===== src/rtl/rfmc_pkg.sv =====
// Package of constants and carrier types for the regulator fault and mode control block.
package rfmc_pkg;
    localparam int CLK_MHZ = 125;
    localparam int RESTART_MS = 200;
    localparam int RESTART_CYC = RESTART_MS * 1000 * CLK_MHZ;
    localparam int OV_DEGLITCH_US = 10;
    localparam int OV_DEGLITCH_CYC = OV_DEGLITCH_US * CLK_MHZ;
    localparam int SST_SHORT_US = 140;
    localparam int SST_LONG_US = 280;
    localparam int SST_SHORT_CYC = SST_SHORT_US * CLK_MHZ;
    localparam int SST_LONG_CYC = SST_LONG_US * CLK_MHZ;
    localparam int SEQ_STEP_US = 100;
    localparam int SEQ_STEP_CYC = SEQ_STEP_US * CLK_MHZ;
    localparam int NUM_RAILS = 6;
    localparam int VCODE_W = 6;
    localparam logic MASK_RESET = 1'b1;
    localparam logic [VCODE_W-1:0] VCODE_RESET = 6'h18;
    // Rail indices: four bucks, then the two LDOs.
    localparam int RAIL_B1 = 0;
    localparam int RAIL_B4 = 3;
    localparam int RAIL_L1 = 4;
    localparam int RAIL_L2 = 5;

    typedef enum {ST_OFF, ST_SEQ, ST_ACTIVE, ST_FAULT} rfmc_state_e;

    typedef struct packed {
        logic discharge_enable;
        logic softstart_select;
        logic current_limit_scale;
    } rfmc_ldo_cfg_s;

    typedef struct packed {
        logic undervoltage;
        logic overvoltage;
        logic current_limit;
    } rfmc_mask_s;
endpackage


===== src/rtl/rfmc_softstart.sv =====
// Soft-start ramp timer for one LDO.
`timescale 1ns/1ps
`default_nettype none
module rfmc_softstart
    import rfmc_pkg::*;
(
    input wire logic clk,
    input wire logic rst_n,
    input wire logic enable,
    input wire logic long_sel,
    output logic ramping,
    output logic done
);
    localparam int CW = $clog2(SST_LONG_CYC + 1);
    logic [CW-1:0] cnt_reg;
    logic en_d_reg;
    wire logic start = enable && !en_d_reg;
    wire logic [CW-1:0] limit = long_sel ? CW'(SST_LONG_CYC) : CW'(SST_SHORT_CYC);
    always_ff @(posedge clk) begin
        if (!rst_n) begin
            cnt_reg <= '0;
            en_d_reg <= 1'b0;
        end else begin
            en_d_reg <= enable;
            if (!enable || start) begin
                cnt_reg <= '0;
            end else if (cnt_reg < limit) begin
                cnt_reg <= cnt_reg + 1'b1;
            end
        end
    end
    assign ramping = enable && (cnt_reg < limit);
    assign done = enable && !start && (cnt_reg >= limit);
endmodule
`default_nettype wire


===== src/rtl/rfmc_top.sv =====
// Fault, mode and LDO control logic of the multi-output regulator.
`timescale 1ns/1ps
`default_nettype none
module rfmc_top
    import rfmc_pkg::*;
#(
    parameter int RESTART_CYCLES = RESTART_CYC,
    parameter int SEQ_STEP_CYCLES = SEQ_STEP_CYC
)(
    input wire logic CORE_CLK,
    input wire logic RESETN,
    input wire logic BUCK1_MODE_PIN,
    input wire logic BUCK4_LDO_MODE,
    input wire logic BYPASS_CMP_RISE,
    input wire logic BYPASS_CMP_FALL,
    input wire logic SUPPLY_OVER_3V8,
    input wire logic LDO1_ILIM_HIT,
    input wire logic LDO2_ILIM_HIT,
    input wire logic LDO1_UNDERVOLT,
    input wire logic LDO2_UNDERVOLT,
    input wire logic [NUM_RAILS-1:0] RAIL_DISABLE,
    input wire rfmc_mask_s MASK_CLEAR,
    input wire rfmc_mask_s MASK_SET,
    input wire logic FAULT_SHUTDOWN_DISABLE,
    input wire rfmc_ldo_cfg_s LDO1_CFG,
    input wire rfmc_ldo_cfg_s LDO2_CFG,
    input wire logic LDO1_CODE_SEL,
    input wire logic [VCODE_W-1:0] LDO1_VOLTAGE_CODE_A,
    input wire logic [VCODE_W-1:0] LDO1_VOLTAGE_CODE_B,
    input wire logic [VCODE_W-1:0] LDO2_VOLTAGE_CODE,
    input wire logic [VCODE_W-1:0] BUCK4_THIRD_VOLTAGE_SELECT_REG,
    input wire logic ILIM_STATUS_READ,
    output logic [NUM_RAILS-1:0] RAIL_ENABLE,
    output logic [1:0] LDO_DISCHARGE,
    output logic [1:0] LDO_RAMPING,
    output logic [1:0] LDO_CURRENT_LIMIT_HIGH,
    output logic [VCODE_W-1:0] LDO1_VCODE_OUT,
    output logic [VCODE_W-1:0] LDO2_VCODE_OUT,
    output logic [VCODE_W-1:0] BUCK4_LDO_VCODE_OUT,
    output logic BUCK1_BYPASS,
    output logic BUCK4_IS_LDO,
    output logic POWER_OK_FLAG,
    output logic OVERUNDER_FAULT_STATE,
    output logic UNDERVOLTAGE_LOCKOUT_FAULT_STATE,
    output logic [1:0] ILIM_STATUS,
    output rfmc_mask_s FAULT_MASK,
    output logic INTERRUPT_REQUEST_N
);
    initial begin
        if (RESTART_CYCLES < 1 || SEQ_STEP_CYCLES < 1) begin
            $error("Restart and step counts must be at least one cycle.");
        end
    end

    localparam int RW = $clog2(RESTART_CYCLES + 1);
    localparam int SW = $clog2(SEQ_STEP_CYCLES + 1);
    localparam int DW = $clog2(OV_DEGLITCH_CYC + 1);
    localparam int IW = $clog2(NUM_RAILS + 1);

    rfmc_state_e state_reg;
    logic [RW-1:0] restart_cnt_reg;
    logic [SW-1:0] step_cnt_reg;
    logic [IW-1:0] seq_idx_reg;
    logic [DW-1:0] ov_cnt_reg;
    logic [NUM_RAILS-1:0] rail_en_reg;
    logic [NUM_RAILS-1:0] rail_on_reg;
    logic bypass_reg;
    logic buck4_ldo_reg;
    logic pok_reg;
    logic ovuv_reg;
    logic uvlo_reg;
    logic irq_n_reg;
    logic [1:0] ilim_reg;
    rfmc_mask_s mask_reg;
    logic [1:0] dis_reg;
    logic [1:0] ramp_reg;
    logic [1:0] ilim_scale_reg;
    logic [VCODE_W-1:0] l1_code_reg;
    logic [VCODE_W-1:0] l2_code_reg;
    logic [VCODE_W-1:0] b4_code_reg;
    logic [1:0] ss_ramping;
    logic [1:0] ss_done;

    // Comparator with hysteresis: rise threshold sets, fall threshold clears.
    wire logic pok_next = BYPASS_CMP_RISE ? 1'b1 : (BYPASS_CMP_FALL ? pok_reg : 1'b0);
    wire logic run = (state_reg == ST_SEQ) || (state_reg == ST_ACTIVE);
    wire logic bypass_uv = bypass_reg && run && rail_on_reg[RAIL_B1] && pok_reg && !pok_next
        && !mask_reg.undervoltage;
    // The live comparator is required too, so a count saturated while shutdown was disabled cannot trip late.
    wire logic ov_trip = bypass_reg && run && SUPPLY_OVER_3V8 && (ov_cnt_reg == DW'(OV_DEGLITCH_CYC))
        && !mask_reg.overvoltage && !FAULT_SHUTDOWN_DISABLE;
    wire logic ldo_uv = run && ((LDO1_ILIM_HIT && LDO1_UNDERVOLT && rail_on_reg[RAIL_L1])
        || (LDO2_ILIM_HIT && LDO2_UNDERVOLT && rail_on_reg[RAIL_L2]));
    wire logic fault_go = bypass_uv || ov_trip || ldo_uv;
    wire logic restart_done = (restart_cnt_reg == RW'(RESTART_CYCLES - 1));
    wire logic step_done = (step_cnt_reg == SW'(SEQ_STEP_CYCLES - 1));
    wire logic seq_last = (seq_idx_reg == IW'(NUM_RAILS - 1));
    wire logic [1:0] ilim_hit = {LDO2_ILIM_HIT, LDO1_ILIM_HIT};
    wire logic [1:0] ilim_new = ilim_hit & ~{2{mask_reg.current_limit}};
    wire logic irq_event = ldo_uv || bypass_uv || ov_trip || (|ilim_new);

    // Per-rail enable: set by sequencer, cleared by host disable once active.
    logic [NUM_RAILS-1:0] rail_en_next;
    genvar gi;
    generate
        for (gi = 0; gi < NUM_RAILS; gi++) begin : g_rail
            assign rail_en_next[gi] = (fault_go || state_reg == ST_FAULT || state_reg == ST_OFF) ? 1'b0
                : (state_reg == ST_SEQ && step_done && seq_idx_reg == IW'(gi)) ? 1'b1
                : (state_reg == ST_ACTIVE && RAIL_DISABLE[gi]) ? 1'b0
                : rail_en_reg[gi];
        end
    endgenerate

    rfmc_softstart u_ss_l1 (
        .clk(CORE_CLK),
        .rst_n(RESETN),
        .enable(rail_en_reg[RAIL_L1]),
        .long_sel(LDO1_CFG.softstart_select),
        .ramping(ss_ramping[0]),
        .done(ss_done[0])
    );

    rfmc_softstart u_ss_l2 (
        .clk(CORE_CLK),
        .rst_n(RESETN),
        .enable(rail_en_reg[RAIL_L2]),
        .long_sel(LDO2_CFG.softstart_select),
        .ramping(ss_ramping[1]),
        .done(ss_done[1])
    );

    always_ff @(posedge CORE_CLK) begin
        if (!RESETN) begin
            state_reg <= ST_OFF;
            restart_cnt_reg <= '0;
            step_cnt_reg <= '0;
            seq_idx_reg <= '0;
            rail_en_reg <= '0;
        end else begin
            rail_en_reg <= rail_en_next;
            case (state_reg)
                ST_OFF: begin
                    state_reg <= ST_SEQ;
                    step_cnt_reg <= '0;
                    seq_idx_reg <= '0;
                end
                ST_SEQ: begin
                    if (fault_go) begin
                        state_reg <= ST_FAULT;
                        restart_cnt_reg <= '0;
                    end else if (step_done) begin
                        step_cnt_reg <= '0;
                        seq_idx_reg <= seq_idx_reg + 1'b1;
                        if (seq_last) begin
                            state_reg <= ST_ACTIVE;
                        end
                    end else begin
                        step_cnt_reg <= step_cnt_reg + 1'b1;
                    end
                end
                ST_ACTIVE: begin
                    if (fault_go) begin
                        state_reg <= ST_FAULT;
                        restart_cnt_reg <= '0;
                    end
                end
                ST_FAULT: begin
                    if (restart_done) begin
                        state_reg <= ST_OFF;
                    end else begin
                        restart_cnt_reg <= restart_cnt_reg + 1'b1;
                    end
                end
                default: state_reg <= ST_OFF;
            endcase
        end
    end

    // Straps are caught while rails are down, so a pin change in service is ignored.
    always_ff @(posedge CORE_CLK) begin
        if (!RESETN) begin
            bypass_reg <= 1'b0;
            buck4_ldo_reg <= 1'b0;
        end else if (state_reg == ST_OFF) begin
            bypass_reg <= BUCK1_MODE_PIN;
            buck4_ldo_reg <= BUCK4_LDO_MODE;
        end
    end

    always_ff @(posedge CORE_CLK) begin
        if (!RESETN) begin
            ov_cnt_reg <= '0;
        end else if (!SUPPLY_OVER_3V8 || !bypass_reg) begin
            ov_cnt_reg <= '0;
        end else if (ov_cnt_reg != DW'(OV_DEGLITCH_CYC)) begin
            ov_cnt_reg <= ov_cnt_reg + 1'b1;
        end
    end

    always_ff @(posedge CORE_CLK) begin
        if (!RESETN) begin
            pok_reg <= 1'b0;
            ovuv_reg <= 1'b0;
            uvlo_reg <= 1'b0;
            irq_n_reg <= 1'b1;
            ilim_reg <= '0;
            mask_reg <= '{MASK_RESET, MASK_RESET, MASK_RESET};
        end else begin
            pok_reg <= bypass_reg ? pok_next : rail_on_reg[RAIL_B1];
            mask_reg <= (mask_reg & ~MASK_CLEAR) | MASK_SET;
            if (bypass_uv || ov_trip) begin
                ovuv_reg <= 1'b1;
            end else if (state_reg == ST_FAULT && restart_done) begin
                ovuv_reg <= 1'b0;
            end
            if (ldo_uv) begin
                uvlo_reg <= 1'b1;
            end else if (state_reg == ST_FAULT && restart_done) begin
                uvlo_reg <= 1'b0;
            end
            // A new hit in the read cycle survives the clear.
            ilim_reg <= (ILIM_STATUS_READ ? 2'h0 : ilim_reg) | ilim_new;
            if (irq_event) begin
                irq_n_reg <= 1'b0;
            end else if (ILIM_STATUS_READ && state_reg != ST_FAULT) begin
                irq_n_reg <= 1'b1;
            end
        end
    end

    always_ff @(posedge CORE_CLK) begin
        if (!RESETN) begin
            rail_on_reg <= '0;
            dis_reg <= '0;
            ramp_reg <= '0;
            ilim_scale_reg <= '0;
            l1_code_reg <= VCODE_RESET;
            l2_code_reg <= VCODE_RESET;
            b4_code_reg <= VCODE_RESET;
        end else begin
            rail_on_reg <= rail_en_reg;
            dis_reg <= {!rail_en_reg[RAIL_L2] && LDO2_CFG.discharge_enable,
                !rail_en_reg[RAIL_L1] && LDO1_CFG.discharge_enable};
            ramp_reg <= ss_ramping;
            ilim_scale_reg <= {LDO2_CFG.current_limit_scale, LDO1_CFG.current_limit_scale};
            l1_code_reg <= LDO1_CODE_SEL ? LDO1_VOLTAGE_CODE_B : LDO1_VOLTAGE_CODE_A;
            l2_code_reg <= LDO2_VOLTAGE_CODE;
            b4_code_reg <= BUCK4_THIRD_VOLTAGE_SELECT_REG;
        end
    end

    assign RAIL_ENABLE = rail_on_reg;
    assign LDO_DISCHARGE = dis_reg;
    assign LDO_RAMPING = ramp_reg;
    assign LDO_CURRENT_LIMIT_HIGH = ilim_scale_reg;
    assign LDO1_VCODE_OUT = l1_code_reg;
    assign LDO2_VCODE_OUT = l2_code_reg;
    assign BUCK4_LDO_VCODE_OUT = b4_code_reg;
    assign BUCK1_BYPASS = bypass_reg;
    assign BUCK4_IS_LDO = buck4_ldo_reg;
    assign POWER_OK_FLAG = pok_reg;
    assign OVERUNDER_FAULT_STATE = ovuv_reg;
    assign UNDERVOLTAGE_LOCKOUT_FAULT_STATE = uvlo_reg;
    assign ILIM_STATUS = ilim_reg;
    assign FAULT_MASK = mask_reg;
    assign INTERRUPT_REQUEST_N = irq_n_reg;
endmodule
`default_nettype wire


===== config.mk =====
export PLATFORM = sky130hd
export DESIGN_NAME = rfmc_top
export DESIGN_NICKNAME = d
export VERILOG_FILES = /design/src/rtl/rfmc_pkg.sv /design/src/rtl/rfmc_softstart.sv /design/src/rtl/rfmc_top.sv
export SDC_FILE = /design/constraint.sdc
export NUM_CORES = 1
export LEC_CHECK = 0
export ABC_AREA = 1
export BUFFER_PORTS_ARGS = -buffer_cell sky130_fd_sc_hd__buf_4
export CAP_MARGIN = 20
export CORE_MARGIN = 5
export CORE_UTILIZATION = 52
export CTS_CLUSTER_SIZE = 20
export DETAILED_ROUTE_END_ITERATION = 8
export PLACE_DENSITY = 0.75
export SYNTH_ARGS = -nofsm -noshare
export SYNTH_HDL_FRONTEND = slang
export SYNTH_HIERARCHICAL = 1
export SYNTH_SLANG_ARGS = --single-unit

===== constraint.sdc =====
create_clock -name CORE_CLK -period 1.7 [get_ports CORE_CLK]
set_clock_uncertainty 0.05 [all_clocks]
set_input_delay 0.085 -clock CORE_CLK [delete_from_list [all_inputs] [get_ports CORE_CLK]]
set_output_delay 0.085 -clock CORE_CLK [all_outputs]
set_load 0.01 [all_outputs]

### After elaboration in Yosys (flattened, before gate mapping)

Cells that the tools add are included.

* add/subtract/negate cells: 6
* $lt $le $gt $ge: 2
* eq/ne operators: 24
* mux-type cells: 39
* bitwise operators: 7
* reduce and logical (&&, ||, !) cells: 81

Operators by type and width (count)
* 32-bit 2-to-1 mux: 5
* 32-bit case mux with 4 select lines: 1
* 32-bit by 2-bit == test with 1-bit output, second input constant: 3
* 32-bit by 3-bit == test with 1-bit output, second input constant: 2
* 32-bit zero test: 2
* 25-bit 2-to-1 mux: 2
* 25-bit case mux with 2 select lines: 1
* 1-bit logical AND: 35
* 16-bit by 1-bit adder with 16-bit output, second input constant: 2
* 32-bit by 1-bit == test with 1-bit output, second input constant: 1
* 16-bit < comparator: 2
* 16-bit 2-to-1 mux: 2
* 32-bit by 3-bit inequality test with 1-bit output, second input constant: 1
* 14-bit 2-to-1 mux: 2
* 14-bit case mux with 2 select lines: 1
* 25-bit by 1-bit adder with 25-bit output, second input constant: 1
* 25-bit == test, second input constant: 1
* 2-bit nonzero test: 11
* 1-bit 2-to-1 mux: 20
* 14-bit by 1-bit adder with 14-bit output, second input constant: 1
* 14-bit == test, second input constant: 1
* 1-bit logical OR: 12
* 2-bit OR reduction: 6
* 11-bit by 1-bit adder with 11-bit output, second input constant: 1
* 25 further kinds: 43

* flip-flop bits (word level): 166
* output and inout port bits: 41

### Depth between registers and ports, before layout

* depth after elaboration: 12
* depth in mapped cells: 13
* gate-level depth less buffers: 13

### By module

Netlist, hierarchy kept.

Modules (own cells, without submodules)
* rfmc_top: times used 1, cells an instance 756, area each 5101.1 um^2
* rfmc_softstart: times used 2, cells an instance 213, area each 1371.3 um^2

### Least setup slack after synthesis

OpenSTA, ideal clock, no wires.

* path kind: register to register
* from: register state_reg[0]
* to: register restart_cnt_reg[10]
* data arrival time: 1.631 ns
* required time: 1.507 ns
* slack: -0.125 ns
* cell stages (with the launch flop): 11
* path buffers: 1
* clock period less this slack: 1.825 ns
* cell sequence: dfxtp_1 -> inv_1 -> ha_1 -> nand2_1 -> nor2_1 -> nand3_2 -> nand3_2 -> nand3_2 -> clkbuf_4 -> nand2_1 -> a21oi_2

* longest elaborated chain between the ends: 11

RTL lines
* start: declaration: RTL line rfmc_top.sv:60 `rfmc_state_e state_reg;`
* start signal: assignment: RTL line rfmc_top.sv:134 `state_reg <= ST_OFF;`
* start signal: assignment: RTL line rfmc_top.sv:143 `state_reg <= ST_SEQ;`
* start signal: assignment: RTL line rfmc_top.sv:149 `state_reg <= ST_FAULT;`
* 32-bit by 2-bit == test with 1-bit output / 32-bit by 3-bit == test with 1-bit output (equally long branches): RTL line rfmc_top.sv:86 `wire logic run = (state_reg == ST_SEQ) || (state_reg == ST_ACTIVE);`
* 1-bit logical OR: RTL line rfmc_top.sv:86
* 1-bit logical AND: RTL line rfmc_top.sv:87, rfmc_top.sv:90
* 1-bit logical AND, on equally long branches (2 in a row): RTL line rfmc_top.sv:87, rfmc_top.sv:90
* 1-bit logical AND, on equally long branches: RTL line rfmc_top.sv:87, rfmc_top.sv:91
* 1-bit logical AND, on equally long branches: RTL line rfmc_top.sv:88, rfmc_top.sv:91
* 1-bit logical OR (2 in a row): RTL line rfmc_top.sv:94 `wire logic fault_go = bypass_uv || ov_trip || ldo_uv;`
* 2-bit by 1-bit inequality test with 1-bit output (no source line)
* 3-bit AND reduction (no source line)
* end signal: assignment: RTL line rfmc_top.sv:171 `restart_cnt_reg <= restart_cnt_reg + 1'b1;`
* end: declaration: RTL line rfmc_top.sv:61 `logic [RW-1:0] restart_cnt_reg;`

Several ways; a longest one is shown, not always the timed one.
A chain may end at the register's enable or synchronous reset.

### Worst setup path in the final report

* from: register state_reg[0]
* to: register ovuv_reg (netlist: OVERUNDER_FAULT_STATE)

* longest elaborated chain between the ends: 9

RTL lines
* 32-bit by 2-bit == test with 1-bit output / 32-bit by 3-bit == test with 1-bit output (equally long branches): RTL line rfmc_top.sv:86
* 1-bit logical OR: RTL line rfmc_top.sv:86
* 1-bit logical AND: RTL line rfmc_top.sv:87, rfmc_top.sv:90
* 1-bit logical AND, on equally long branches (2 in a row): RTL line rfmc_top.sv:87, rfmc_top.sv:90
* 1-bit logical AND, on equally long branches: RTL line rfmc_top.sv:87, rfmc_top.sv:91
* 1-bit logical AND, on equally long branches: RTL line rfmc_top.sv:88, rfmc_top.sv:91
* 1-bit logical OR: RTL line rfmc_top.sv:211 `if (bypass_uv || ov_trip) begin`
* 1-bit 2-to-1 mux / 2-bit nonzero test (equally long branches)
* end signal: assignment: RTL line rfmc_top.sv:203 `ovuv_reg <= 1'b0;`
* end signal: assignment: RTL line rfmc_top.sv:212 `ovuv_reg <= 1'b1;`
* end signal: assignment: RTL line rfmc_top.sv:214 `ovuv_reg <= 1'b0;`
* end: declaration: RTL line rfmc_top.sv:70 `logic ovuv_reg;`

Several ways; a longest one is shown, not always the timed one.

==> run_results.csv <==
group,metric,value,unit
outcome,status,"finished, violations left",
outcome,violations,"negative setup slack",
grt,gr-total-overflow,0,
pwr,p_sw,3.01,mW
setup_path,rrSetupSlack,-90,ps
pwr,pwr-share-clk,38.5,%
setup_path,crit_buf_inv,3,
routing,dr.pass1.iters,5,
pwr,p_leak,4.53,nW
routing,viasPerCell,5.11,
logic_synthesis,synth.avg_cell_area,6.65,µm²
setup_path,critPathCaptureType,"flop",
timing,timing.final.crit_share,106,%
pwr,p_per_area,890,nW/µm²
min_path,min_path_cells,4,
logic_synthesis,synth_warnings,6,
placement,port_buffers,96,
timing,setup_viol,28,
timing,drv_slew,0,
grt,grt_pass1_wl,35600,µm
routing,vias,8164,
clock_network,cts_buffers,17,
floorplan,design.core.area,14600,µm²
clock_network,h-tree-depth,4,
setup_path,critPathMostFrequentCell,"inv_2",
clock_network,cts_tree,"yes",
logic_synthesis,syn_inst,1170,
timing,whs,60.2,ps
placement,hpwlAfterDp,14600,µm
pwr,p_seq_share,35.5,%
routing,route.detailed.drc,0,
final_layout,fin_cells,1599,
timing,slew-limit-headroom,62.7,%
floorplan,dieWidth,132,µm
setup_path,path_cells,"inv_2 -> ha_4 -> nand2_4 -> inv_2 -> nand3_2 -> dlygate4sd3_1 -> a31oi_1",
clock_network,path_clk_slew,60,ps
grt,antenna_found_initial,0,
floorplan,rows,44,
floorplan,start_util,53.3,%
routing,ant_nets,0,
setup_path,cp.required,1980,ps
final_layout,nFillCells,1060,
job,maxCapViolCount,0,
pwr,p_sw_share,31.3,%
logic_synthesis,mappedNetlistNets,1260,
placement,routabilityCongestion,0.894,
timing,min_period,1790,ps
grt,grt_pass1_vias,7850,
timing,tightestPinTransition,556,ps
floorplan,ios,97,
final_layout,syn_to_final_growth,39.2,%
pwr,internal-power,6.62,mW
routing,drt-initial-drc-count,635,
setup_path,rr_worst_depth,7,
pwr,comb_power_share,26.0,%
clock_network,cts.path.max_buffers,2,
final_layout,final_nets,1493,
final_layout,multi_input_area,4790,µm²
timing,rsz0062_at_grt,"yes",
clock_network,clk-insertion-delay-late,420,ps
grt,grt_max_degree,26,
setup_path,cp-start-kind,"flop",
final_layout,largest_reg_flops,25,
floorplan,dieArea,17500,µm²
setup_path,crit_slowest_cell,"dlygate4sd3_1",
floorplan,die_h,132,µm
min_path,hp-class,"in -> reg",
final_layout,antennaDiodeCount,0,
timing,setup_ws,-93.8,ps
clock_network,clock-root-buffer,"clkbuf_16",
pwr,p_total,9.64,mW
routing,avgRoutedWirePerCell,14.1,µm
pwr,vdd_drop_max,769,µV
final_layout,register_area,2740,µm²
placement,dp.cells,1503,
timing,finalHoldViolCount,0,
setup_path,crit_type,"reg -> reg",
logic_synthesis,synth_area,7780,µm²
setup_path,cpPeakStageDelay,610,ps
routing,wirelength,22600,µm
setup_path,crit_cells,7,
setup_path,path_max_fanout,3,
setup_path,cp.arrival,2070,ps
setup_path,cp_top_family,"buffers and inverters",
final_layout,drive_gt1_share,26.8,%
grt,grt_usage,24.1,%
timing,fmax,0.557,GHz
clock_network,cts_sinks,136,
==> metrics by stage <==
step	setup WS, ps	instance area, µm²	util [%]	TNS (ps)
2_1_floorplan	30.9	7800	-	0
3_3_place_gp	-92.0	9200	63.1	-291
3_5_place_dp	-106	9200	63.1	-1240
4_1_cts	9.19	10300	70.9	0
5_1_grt	-143	10800	74.2	-4700
6_report	-93.8	10800	74.2	-672
==> layer usage <==
layer	wire, µm	global-route usage, %	vias up
li1	-	-	4145
met1	9190	27.6	3708
met2	11400	42.8	249
met3	1250	6.37	62
met4	713	9.05	0
met5	0	0	-
==> cells in the final DEF (no fill, tap or decap), drive strengths merged, types with 4 or more instances in the layout <==
master,count
xnor2,10
clkbuf,18
o21ai,35
clkinvlp,5
nor3,11
nand3b,5
nand2,387
buf,182
clkinv,4
nor2,204
xor2,16
a21oi,73
nand4,10
dlygate4sd3,49
nand3,86
inv,134
ha,34
or2,6
dfxtp,136
==> tightest hold or removal path, cell delays in order <==
cell and delay [ps]:
buf_4 110, nand3_1 100, buf_4 150, nor2_1 50
==> power groups by stage <==
stage	sequential [mW]	combinational [mW]	clock, mW
finish	3.42	2.51	3.71
global route	3.43	2.69	3.87
CTS	3.39	2.16	3.74
detailed placement	3.46	1.99	0
global placement	3.46	1.96	0
floorplan	3.51	1.14	0
==> what timing repair did <==
action                                  CTS  global route
endpoints found under the hold margin    37             0
gates resized for setup                  10            88
pin swaps                                 3            28
cloned                                    0             7
setup buffers                             2             7
hold buffers                             51             0
endpoints found under the setup margin   45            83
==> path summary, 6_finish.rpt <==
path	start	to
setup / recovery	state_reg[0]	OVERUNDER_FAULT_STATE
hold / removal	SUPPLY_OVER_3V8	ov_cnt_reg[10]
hold reg to reg	rail_en_reg[1]	RAIL_ENABLE[1]
setup reg to reg	state_reg[0]	OVERUNDER_FAULT_STATE
==> layout make-up <==
| cell class | instances | share of cell area (%) |
|---|---|---|
| Sequential cell | 136 | 25.3 |
| Clock inverter | 13 | 1.35 |
| Timing Repair inverter | 1 | 0.0809 |
| Multi-Input combinational cell | 885 | 44.3 |
| Tap cell | 184 | 2.13 |
| Timing Repair Buffer | 231 | 18.2 |
| Inverter | 131 | 4.66 |
| Clock buffer | 18 | 4.06 |
(Power assumes the default switching activity.)
